**src/hw/ccu_regs.vh**
```
// Purpose: offsets, fields, reset values and mode codes of the capture/compare unit
// Assumes: byte-wide registers on a plain strobe port
// Notes: all offsets are byte addresses on the register port
`ifndef CCU_REGS_VH
`define CCU_REGS_VH
`define CCU_OFS_CH2_FLAG 8'h0D
`define CCU_OFS_CH1_LOW 8'h15
`define CCU_OFS_CH1_HIGH 8'h16
`define CCU_OFS_CH1_CTRL 8'h17
`define CCU_OFS_CH2_LOW 8'h1B
`define CCU_OFS_CH2_HIGH 8'h1C
`define CCU_OFS_CH2_CTRL 8'h1D
`define CCU_OFS_CH2_IRQ_EN 8'h8D
`define CCU_OFS_FLAG1 8'h0C
`define CCU_OFS_IRQ_EN1 8'h8C
`define CCU_OFS_TMR_LOW 8'h0E
`define CCU_OFS_TMR_HIGH 8'h0F
`define CCU_OFS_TMR_CTRL 8'h10
`define CCU_CTRL_RST 8'h00
`define CCU_FLAG_RST 8'h00
`define CCU_CTRL_MASK 8'h3F
`define CCU_MODE_MSB 3
`define CCU_MODE_LSB 0
`define CCU_F1_TMR_OVF 0
`define CCU_F1_CH1_MATCH 2
`define CCU_F2_CH2_MATCH 0
`define CCU_TCTRL_RUN 0
`define CCU_M_OFF 4'h0
`define CCU_M_CAP_FALL 4'h4
`define CCU_M_CAP_RISE 4'h5
`define CCU_M_CAP_R4 4'h6
`define CCU_M_CAP_R16 4'h7
`define CCU_M_CMP_SET 4'h8
`define CCU_M_CMP_CLR 4'h9
`define CCU_M_CMP_FLAG 4'hA
`define CCU_M_CMP_TRIG 4'hB
`define CCU_PRE_4 4'h3
`define CCU_PRE_16 4'hF
`define CCU_FLAG1_REST_MASK 8'hFA
`define CCU_EN2_MASK 8'h01
`endif

```
**src/hw/ccu_top.v**
```verilog
// Purpose: two capture/compare channels sharing one 16-bit timer, with registers
// Assumes: one 250 MHz clock, synchronous active-low reset, pins synchronised here
// Notes: pwm codes 11xx behave as disabled; the timer counts every clock while run is set, except on a trigger clear or a timer byte write
//
// Design decision made here: strobed register access.
`include "ccu_regs.vh"

module ccu_top (
  input wire I_REF_CLK, // 250 MHz clock
  input wire I_RST_B, // synchronous reset, active low
  input wire [7:0] I_ADDR, // register byte address
  input wire [7:0] I_WDATA, // write data
  input wire I_WR, // write strobe
  input wire I_RD, // read strobe
  input wire [1:0] I_CAP_PIN, // capture pins, async
  input wire I_ADC_EN, // converter enabled, same clock
  output reg [7:0] O_RDATA, // read data, cycle after strobe
  output reg [1:0] O_CMP_PIN, // compare output latches
  output reg O_ADC_START, // conversion start pulse
  output reg [1:0] O_EVT_TRIG, // special event trigger pulses
  output reg O_IRQ // match or timer overflow interrupt, level
);

  // register map, byte offsets on the strobe port
  // 0C flag one: bit 0 timer overflow, bit 2 channel one match
  // 0D channel two flag: bit 0 match
  // 0E, 0F timer low and high bytes
  // 10 timer control: bit 0 run
  // 15, 16 channel one value pair, low and high
  // 17 channel one control, mode in bits 3-0
  // 1B, 1C channel two value pair, low and high
  // 1D channel two control, mode in bits 3-0
  // 8C enable one: bit 0 overflow, bit 2 channel one match
  // 8D channel two enable: bit 0 match
  // unmapped offsets ignore writes and read as zero
  //
  // byte pairs carry no latch: software that writes a running
  // timer one byte at a time may see a carry between the bytes,
  // so stop the timer before presetting it
  //
  // flag bits take the value written, so a zero clears;
  // a hardware set in the same cycle wins, so a clear
  // racing a match leaves the flag up and no event is lost

  reg [15:0] tmr_q;
  reg tmr_run_q;
  reg tmr_ovf_q;
  reg [7:0] flag1_rest_q; // other flag-1 bits, kept as plain storage
  reg [7:0] en1_q;
  reg [7:0] en2_q;
  reg [1:0] sync1_q;
  reg [1:0] sync2_q;
  reg [1:0] prev_q;
  wire [1:0] match_flag_q; // per-channel match flags, from channel flops
  wire [1:0] trig_q; // per-channel trigger pulses, from channel flops
  wire [1:0] trig_any;
  wire tmr_clear;
  wire [1:0] flag_wr;
  wire [1:0] flag_wval;
  wire [15:0] cap_val [0:1];
  wire [7:0] ctrl_val [0:1];
  wire [1:0] match_set;

  // capture latency: pin edge reaches sync2 in two edges, edge seen
  // the next cycle, pair and flag written on that same edge;
  // a pin pulse shorter than one clock may be missed entirely
  // because the sync stages sample only at rising edges

  // pin synchronisers, first stage read only by the second
  always @(posedge I_REF_CLK) begin
    if (!I_RST_B) begin
      sync1_q <= 2'h0;
      sync2_q <= 2'h0;
      prev_q <= 2'h0;
    end else begin
      sync1_q <= I_CAP_PIN;
      sync2_q <= sync1_q;
      prev_q <= sync2_q;
    end
  end

  // either channel's trigger clears the shared timer; triggers
  // on both channels in one cycle make one clear, not two

  assign tmr_clear = |trig_q;
  assign trig_any = trig_q;

  // trigger sequence, cycle by cycle:
  //   c0: timer equals pair in trigger mode, flag set
  //   c1: internal trigger high, timer cleared to zero
  //   c2: trigger output pulses, plus conversion start for channel two when I_ADC_EN was high in c1
  // the clear costs a count, so the period is pair plus two;
  // software that wants an exact period must allow for that

  // shared timer; software writes it too
  always @(posedge I_REF_CLK) begin
    if (!I_RST_B) begin
      tmr_q <= 16'h0000;
      tmr_run_q <= 1'b0;
      tmr_ovf_q <= 1'b0;
    end else begin
      if (I_WR && I_ADDR == `CCU_OFS_TMR_CTRL)
        tmr_run_q <= I_WDATA[`CCU_TCTRL_RUN];
      if (tmr_clear) begin
        tmr_q <= 16'h0000;
      end else if (I_WR && I_ADDR == `CCU_OFS_TMR_LOW) begin
        tmr_q[7:0] <= I_WDATA;
      end else if (I_WR && I_ADDR == `CCU_OFS_TMR_HIGH) begin
        tmr_q[15:8] <= I_WDATA;
      end else if (tmr_run_q) begin
        tmr_q <= tmr_q + 16'h0001;
      end
      // overflow set wins over software clear
      if (!tmr_clear && tmr_run_q && tmr_q == 16'hFFFF)
        tmr_ovf_q <= 1'b1;
      else if (I_WR && I_ADDR == `CCU_OFS_FLAG1)
        tmr_ovf_q <= I_WDATA[`CCU_F1_TMR_OVF];
    end
  end

  // software flag writes, decoded once and shared by both
  // channels; channel one flag lives in flag one bit 2,
  // channel two flag in its own register bit 0
  assign flag_wr[0] = I_WR && I_ADDR == `CCU_OFS_FLAG1;
  assign flag_wr[1] = I_WR && I_ADDR == `CCU_OFS_CH2_FLAG;
  assign flag_wval[0] = I_WDATA[`CCU_F1_CH1_MATCH];
  assign flag_wval[1] = I_WDATA[`CCU_F2_CH2_MATCH];

  // per-channel logic; channel one is index 0, channel two index 1
  // modes 11xx decode to nothing here: no capture, no compare,
  // pin latch held, so a channel left in such a mode is inert
  // the prescaler counts rising edges only and restarts on any
  // control write, so a mode change never inherits stale counts

  genvar g;
  generate
    for (g = 0; g < 2; g = g + 1) begin : ch
      localparam [7:0] OFS_LO = (g == 0) ? `CCU_OFS_CH1_LOW : `CCU_OFS_CH2_LOW;
      localparam [7:0] OFS_HI = (g == 0) ? `CCU_OFS_CH1_HIGH : `CCU_OFS_CH2_HIGH;
      localparam [7:0] OFS_CT = (g == 0) ? `CCU_OFS_CH1_CTRL : `CCU_OFS_CH2_CTRL;
      reg [7:0] ctrl_q;
      reg [15:0] pair_q;
      reg [3:0] pre_q;
      reg pin_q;
      reg flag_q;
      reg trg_q;
      wire [3:0] mode;
      wire rise;
      wire fall;
      wire is_cmp;
      wire hit;
      reg cap_ev;
      assign mode = ctrl_q[`CCU_MODE_MSB:`CCU_MODE_LSB];
      assign rise = sync2_q[g] && !prev_q[g];
      assign fall = !sync2_q[g] && prev_q[g];
      assign is_cmp = mode[3:2] == 2'b10;
      assign hit = is_cmp && tmr_q == pair_q;

      // a compare match lasts one timer count; with the timer
      // stopped on the pair value the match holds every cycle,
      // so set and clear modes keep re-asserting their level
      // and the trigger is held off one cycle after it fires

      // capture event selection
      always @* begin
        cap_ev = 1'b0;
        case (mode)
          `CCU_M_CAP_FALL: cap_ev = fall;
          `CCU_M_CAP_RISE: cap_ev = rise;
          `CCU_M_CAP_R4: cap_ev = rise && pre_q[1:0] == 2'h3;
          `CCU_M_CAP_R16: cap_ev = rise && pre_q == `CCU_PRE_16;
          default: cap_ev = 1'b0;
        endcase
      end

      // channel state; capture and match beat a software pair or flag write
      always @(posedge I_REF_CLK) begin
        if (!I_RST_B) begin
          ctrl_q <= `CCU_CTRL_RST;
          pair_q <= 16'h0000;
          pre_q <= 4'h0;
          pin_q <= 1'b0;
          flag_q <= 1'b0;
          trg_q <= 1'b0;
        end else begin
          trg_q <= 1'b0;
          if (I_WR && I_ADDR == OFS_CT) begin
            ctrl_q <= I_WDATA & `CCU_CTRL_MASK;
            pre_q <= 4'h0; // prescaler restarts on any mode write
          end else if (mode == `CCU_M_OFF) begin
            pre_q <= 4'h0;
          end else if (rise) begin
            pre_q <= pre_q + 4'h1;
          end
          if (cap_ev) begin
            pair_q <= tmr_q;
          end else if (I_WR && I_ADDR == OFS_LO) begin
            pair_q[7:0] <= I_WDATA;
          end else if (I_WR && I_ADDR == OFS_HI) begin
            pair_q[15:8] <= I_WDATA;
          end
          if (hit && mode == `CCU_M_CMP_SET)
            pin_q <= 1'b1;
          if (hit && mode == `CCU_M_CMP_CLR)
            pin_q <= 1'b0;
          // zero write clears latch, beats a same-cycle match
          if (I_WR && I_ADDR == OFS_CT && I_WDATA == 8'h00)
            pin_q <= 1'b0;
          if (hit && mode == `CCU_M_CMP_TRIG && !trg_q)
            trg_q <= 1'b1;
          if (cap_ev || hit)
            flag_q <= 1'b1;
          else if (flag_wr[g])
            flag_q <= flag_wval[g];
        end
      end
      assign cap_val[g] = pair_q;
      assign ctrl_val[g] = ctrl_q;
      assign match_set[g] = flag_q;
      assign match_flag_q[g] = flag_q;
      assign trig_q[g] = trg_q;
      always @* O_CMP_PIN[g] = pin_q;
    end
  endgenerate

  // flag-1 bits other than overflow and channel one match are
  // plain storage here, as are enable-one bits without a source; enable two keeps bit 0 only

  // other flag-1 and enable storage
  always @(posedge I_REF_CLK) begin
    if (!I_RST_B) begin
      flag1_rest_q <= `CCU_FLAG_RST;
      en1_q <= `CCU_FLAG_RST;
      en2_q <= `CCU_FLAG_RST;
    end else begin
      if (I_WR && I_ADDR == `CCU_OFS_FLAG1)
        flag1_rest_q <= I_WDATA & `CCU_FLAG1_REST_MASK;
      if (I_WR && I_ADDR == `CCU_OFS_IRQ_EN1)
        en1_q <= I_WDATA;
      if (I_WR && I_ADDR == `CCU_OFS_CH2_IRQ_EN)
        en2_q <= I_WDATA & `CCU_EN2_MASK;
    end
  end

  // every output below leaves a flop, so the pins see no glitch
  // from the address decode; read data is zero outside the cycle
  // after a read strobe, which keeps a shared read bus quiet
  // the interrupt is a level: it falls one cycle after software
  // clears the flag or drops the enable bit

  // read mux, trigger pulses and interrupt, all registered
  always @(posedge I_REF_CLK) begin
    if (!I_RST_B) begin
      O_RDATA <= 8'h00;
      O_ADC_START <= 1'b0;
      O_EVT_TRIG <= 2'h0;
      O_IRQ <= 1'b0;
    end else begin
      O_EVT_TRIG <= trig_any;
      O_ADC_START <= trig_q[1] && I_ADC_EN;
      O_IRQ <= (match_set[0] && en1_q[`CCU_F1_CH1_MATCH]) ||
               (match_set[1] && en2_q[`CCU_F2_CH2_MATCH]) ||
               (tmr_ovf_q && en1_q[`CCU_F1_TMR_OVF]);
      O_RDATA <= 8'h00;
      if (I_RD) begin
        case (I_ADDR)
          `CCU_OFS_CH1_LOW: O_RDATA <= cap_val[0][7:0];
          `CCU_OFS_CH1_HIGH: O_RDATA <= cap_val[0][15:8];
          `CCU_OFS_CH1_CTRL: O_RDATA <= ctrl_val[0];
          `CCU_OFS_CH2_LOW: O_RDATA <= cap_val[1][7:0];
          `CCU_OFS_CH2_HIGH: O_RDATA <= cap_val[1][15:8];
          `CCU_OFS_CH2_CTRL: O_RDATA <= ctrl_val[1];
          `CCU_OFS_CH2_FLAG: O_RDATA <= {7'h00, match_flag_q[1]};
          `CCU_OFS_CH2_IRQ_EN: O_RDATA <= en2_q;
          `CCU_OFS_FLAG1: O_RDATA <= flag1_rest_q | {5'h00, match_flag_q[0], 1'b0, tmr_ovf_q};
          `CCU_OFS_IRQ_EN1: O_RDATA <= en1_q;
          `CCU_OFS_TMR_LOW: O_RDATA <= tmr_q[7:0];
          `CCU_OFS_TMR_HIGH: O_RDATA <= tmr_q[15:8];
          `CCU_OFS_TMR_CTRL: O_RDATA <= {7'h00, tmr_run_q};
          default: O_RDATA <= 8'h00; // unmapped reads zero
        endcase
      end
    end
  end

endmodule

```
**config.mk**
```make
export PLATFORM = sky130hd
export DESIGN_NAME = ccu_top
export DESIGN_NICKNAME = d
export VERILOG_FILES = /design/src/hw/ccu_top.v
export VERILOG_INCLUDE_DIRS = /design/src /design/src/hw
export SDC_FILE = /design/constraint.sdc
export NUM_CORES = 1
export LEC_CHECK = 0
export BUFFER_PORTS_ARGS = -buffer_cell sky130_fd_sc_hd__buf_2
export CAP_MARGIN = 40
export CORE_MARGIN = 2
export CORE_UTILIZATION = 33
export DETAILED_ROUTE_END_ITERATION = 12
export GPL_TIMING_DRIVEN = 1
export RECOVER_POWER = 50
export SETUP_SLACK_MARGIN = 0.1
export SYNTH_ARGS = -nofsm -noshare
export SYNTH_HDL_FRONTEND = slang
export SYNTH_SLANG_ARGS = --single-unit
```
**constraint.sdc**
```tcl
create_clock -name I_REF_CLK -period 3.5 [get_ports I_REF_CLK]
set_input_delay 0.35 -clock I_REF_CLK [delete_from_list [all_inputs] [get_ports I_REF_CLK]]
set_output_delay 0.35 -clock I_REF_CLK [all_outputs]
set_load 0.02 [all_outputs]
```
==> flow_metrics.py <==
metrics = {
    "clock_network": {
        "post-cts-setup-buffers": 0,
        "clock_latency_ns": 0.36,
        "ctsHoldBuffers": 0,
        "cts.path.max_buffers": 2,
        "cts_htree_levels": 3,
        "clk_pin_slew_ns": 0.07,
        "clkSinkCount": 109,
        "cts_buffers": 9,
        "clock-root-buffer": "clkbuf_16",
        "cts_tree": "yes",
        "cts_resized": 0,
    },
    "placed_design": {
        "dpl_cell_area_mm2": 0.00627,
        "port_buffers": 36,
        "hpwl_mm": 13.1,
        "place_inst": 908,
        "pre_cts_slack_ns": 0.934,
        "place_congestion": 0.919,
    },
    "routing": {
        "drc": 0,
        "drtPass1Iterations": 6,
        "drt_iter0_markers": 473,
        "vias_per_cell": 5.68,
        "finalWirelength_mm": 18.7,
        "vias": 5247,
        "ant_nets": 0,
        "wire_per_inst_um": 20.2,
    },
    "die": {
        "die_height_um": 139,
        "core-area_mm2": 0.0178,
        "die_area_mm2": 0.0192,
        "io_pins": 37,
        "num_rows": 49,
        "fp.dieW_um": 139,
        "start_util_pct": 33.5,
    },
    "finish": {
        "syn2layout_area_growth_pct": 8.42,
        "antenna_cells": 0,
        "stdcell_area_mm2": 0.00648,
        "finalNetCount": 716,
        "drive_gt1_share_pct": 8.65,
        "instances_no_fill": 923,
        "multi_input_area_mm2": 0.00346,
        "fill_cells": 1826,
        "seq_area_mm2": 0.00218,
    },
    "timing": {
        "fin_tns_setup_ns": 0,
        "hold_violations": 0,
        "drv_slew": 0,
        "worst_pin_slew_ns": 1.43,
        "setup_viol": 0,
        "relSlewSlack_pct": 3.80,
        "skew_ns": 0.00755,
        "period_share_pct": 74.0,
        "min_period_ns": 2.59,
        "timing.fmax_ghz": 0.386,
        "setup_slack_ns": 0.910,
        "grt_setup_unrepaired": "false",
    },
    "pwr": {
        "pwr-share-clk_pct": 41.6,
        "power_density_mw_per_mm2": 365,
        "ir_drop_mv": 0.340,
        "leakagePower_nw": 2.40,
        "intPower_w": 0.00180,
        "swShare_pct": 24.1,
        "switchingPower_w": 0.000569,
        "combPwrFrac_pct": 5.7,
        "pwr-share-seq_pct": 52.7,
    },
    "synth": {
        "synthTopCellsByCount": "dfxtp_1, nor2_1, mux2i_1",
        "yosys.cell_count.top_type": "dfxtp_1",
        "synth_flop_cell": "dfxtp_1",
        "synth_compound_area_share_pct": 19.3,
        "avgSynthCellArea_um2": 8.59,
        "synth_top_family_by_area": "simple AND/OR/NAND/NOR gates",
        "synth_top_area_share_pct": 36.5,
        "async_flop_share_pct": 0,
        "synthXorXnorAreaFrac_pct": 6.60,
        "synth_warnings": 0,
        "synth_fp_nets": 722,
        "netlist_top_cells_area": "dfxtp_1, mux2i_1, nor2_1, a21oi_1, xnor2_1",
        "ys_ff_latch": 109,
        "synth_mux_area_share_pct": 10.6,
        "synth-edff-count": 0,
        "yosysSeqAreaShare_pct": 36.5,
        "syn_area_mm2": 0.00598,
        "synthCells": 696,
        "synthSimpleGateAreaFrac_pct": 20.9,
        "ys_types": 71,
        "post-synth-top-area-cell": "dfxtp_1",
        "synth_adder_area_share_pct": 0.628,
    },
    "critical_path": {
        "crit_family": "buffers and inverters",
        "start_kind": "flip-flop",
        "cp_max_fo": 30,
        "arrival_ns": 2.84,
        "crit_path_end_kind": "flip-flop",
        "worst-path-buf-inv": 1,
        "required_ns": 3.75,
        "cp_cell_sequence": "ha_1 > and3_1 > o211ai_1 > a211o_1 > clkbuf_1 > nor2_1 > a211oi_1",
        "crit_type": "flip-flop to flip-flop",
        "slowest_stage": "clkbuf_1",
        "cpPeakStageDelay_ns": 0.94,
    },
    "global_route": {
        "overflow": 0,
        "antenna_found_initial": 0,
        "grt_pass1_vias": 4909,
        "grt_pass1_wl_mm": 29.2,
        "grt_use_total_pct": 19.6,
        "grt_max_degree": 33,
    },
    "job": {
        "cap_violations": 0,
    },
    "min_path": {
        "holdCritPathClass": "input pin to flip-flop",
    },
    "run_status": {
        "status": "complete, no violations",
    },
}
layer usage:
layer  vias up  wire [um]  GRT usage (%)
met1      2482       8450           27.1
met3        37       1370           3.38
met5         -          0              0
met2       216       8200           29.8
li1       2512          -              -
met4         0        664           9.18
through the flow:
| step | total power, W | utilization [%] | hold slack (ns) |
|---|---|---|---|
| 2_1_floorplan | 0.00136 | - | 0.412 |
| 4_1_cts | 0.00239 | 36.7 | 0.189 |
| 5_1_grt | 0.00244 | 36.3 | 0.198 |
| 6_report | 0.00237 | 36.3 | 0.199 |
| 3_3_place_gp | 0.00141 | 34.8 | 0.430 |
| 3_5_place_dp | 0.00141 | 35.1 | 0.433 |
cell usage in the layout, fill, tap and decap left out, types with 4 or more instances in the layout:
| master | netlist | routed |
|---|---|---|
| a211oi_1 | 19 | 19 |
| a21oi_1 | 49 | 49 |
| a221oi_1 | 9 | 9 |
| a222oi_1 | 5 | 5 |
| a22o_1 | 4 | 4 |
| a22oi_1 | 8 | 8 |
| a31oi_1 | 6 | 6 |
| a32o_1 | 4 | 4 |
| and2_0 | 1 | 6 |
| and2_1 | 9 | 4 |
| and3_1 | 14 | 14 |
| buf_2 | 18 | 22 |
| buf_4 | 7 | 5 |
| clkbuf_1 | 36 | 19 |
| clkbuf_16 | 0 | 9 |
| dfxtp_1 | 109 | 109 |
| inv_1 | 9 | 9 |
| mux2_2 | 4 | 4 |
| mux2i_1 | 59 | 59 |
| nand2_1 | 54 | 54 |
| nand3_1 | 24 | 24 |
| nand4_1 | 12 | 13 |
| nor2_1 | 67 | 67 |
| nor2b_1 | 4 | 4 |
| nor3_1 | 8 | 9 |
| nor4_1 | 7 | 7 |
| o211ai_1 | 4 | 4 |
| o21ai_0 | 34 | 34 |
| o31ai_1 | 5 | 5 |
| xnor2_1 | 27 | 27 |
| xor2_1 | 18 | 18 |
flip-flops by register name, summed over array words and instances, names as in the netlist, 6 cells and up:
signal and cells:
flag1_rest_q 6, ch.pre_q 8, ch.pair_q 32, tmr_q 16, O_RDATA 8, ch.ctrl_q 12
en1_q 8
cells by family (layout without fill, tap and decap cells):
| group | count (synthesis) | in the layout |
|---|---|---|
| AO/OA/AOI/OAI | 169 | 169 |
| buffers and inverters | 72 | 70 |
| XOR/XNOR | 45 | 45 |
| adder cells (fa/ha/maj) | 3 | 3 |
| flip-flops | 109 | 109 |
| multiplexers | 63 | 63 |
| AND/OR/NAND/NOR | 235 | 235 |
path summary, 6_finish.rpt:
check                         startpoint                             to  slack (ns)  cells after the start
max          ch[1].pre_q[0]$_SDFFE_PP0P_  ch[1].pair_q[15]$_SDFFE_PN0P_        0.91                      7
min                         I_CAP_PIN[1]          sync1_q[1]$_SDFF_PN0_        0.20                      2
max reg2reg  ch[1].pre_q[0]$_SDFFE_PP0P_  ch[1].pair_q[15]$_SDFFE_PN0P_        0.91                      7
min reg2reg        sync1_q[0]$_SDFF_PN0_          sync2_q[0]$_SDFF_PN0_        0.44                      1
cell type report:
cell class	count	area share [%]
timing repair buffer	46	3.75
sequential	109	33.7
inverter	9	0.521
clock buffer	12	3.96
clock inverter	3	0.328
multi-input combinational	515	53.3
tap	229	4.42
power groups by stage:
stage	Clock (W)	Combinational, W	Sequential [W]
after detailed placement	0	0.000136	0.00127
after CTS	0.00101	0.000136	0.00125
after floorplan	0	0.0000843	0.00127
after global routing	0.00105	0.000146	0.00125
final	0.000984	0.000136	0.00125
after global placement	0	0.000136	0.00127
No activity file was read; power rests on OpenSTA's default activity.
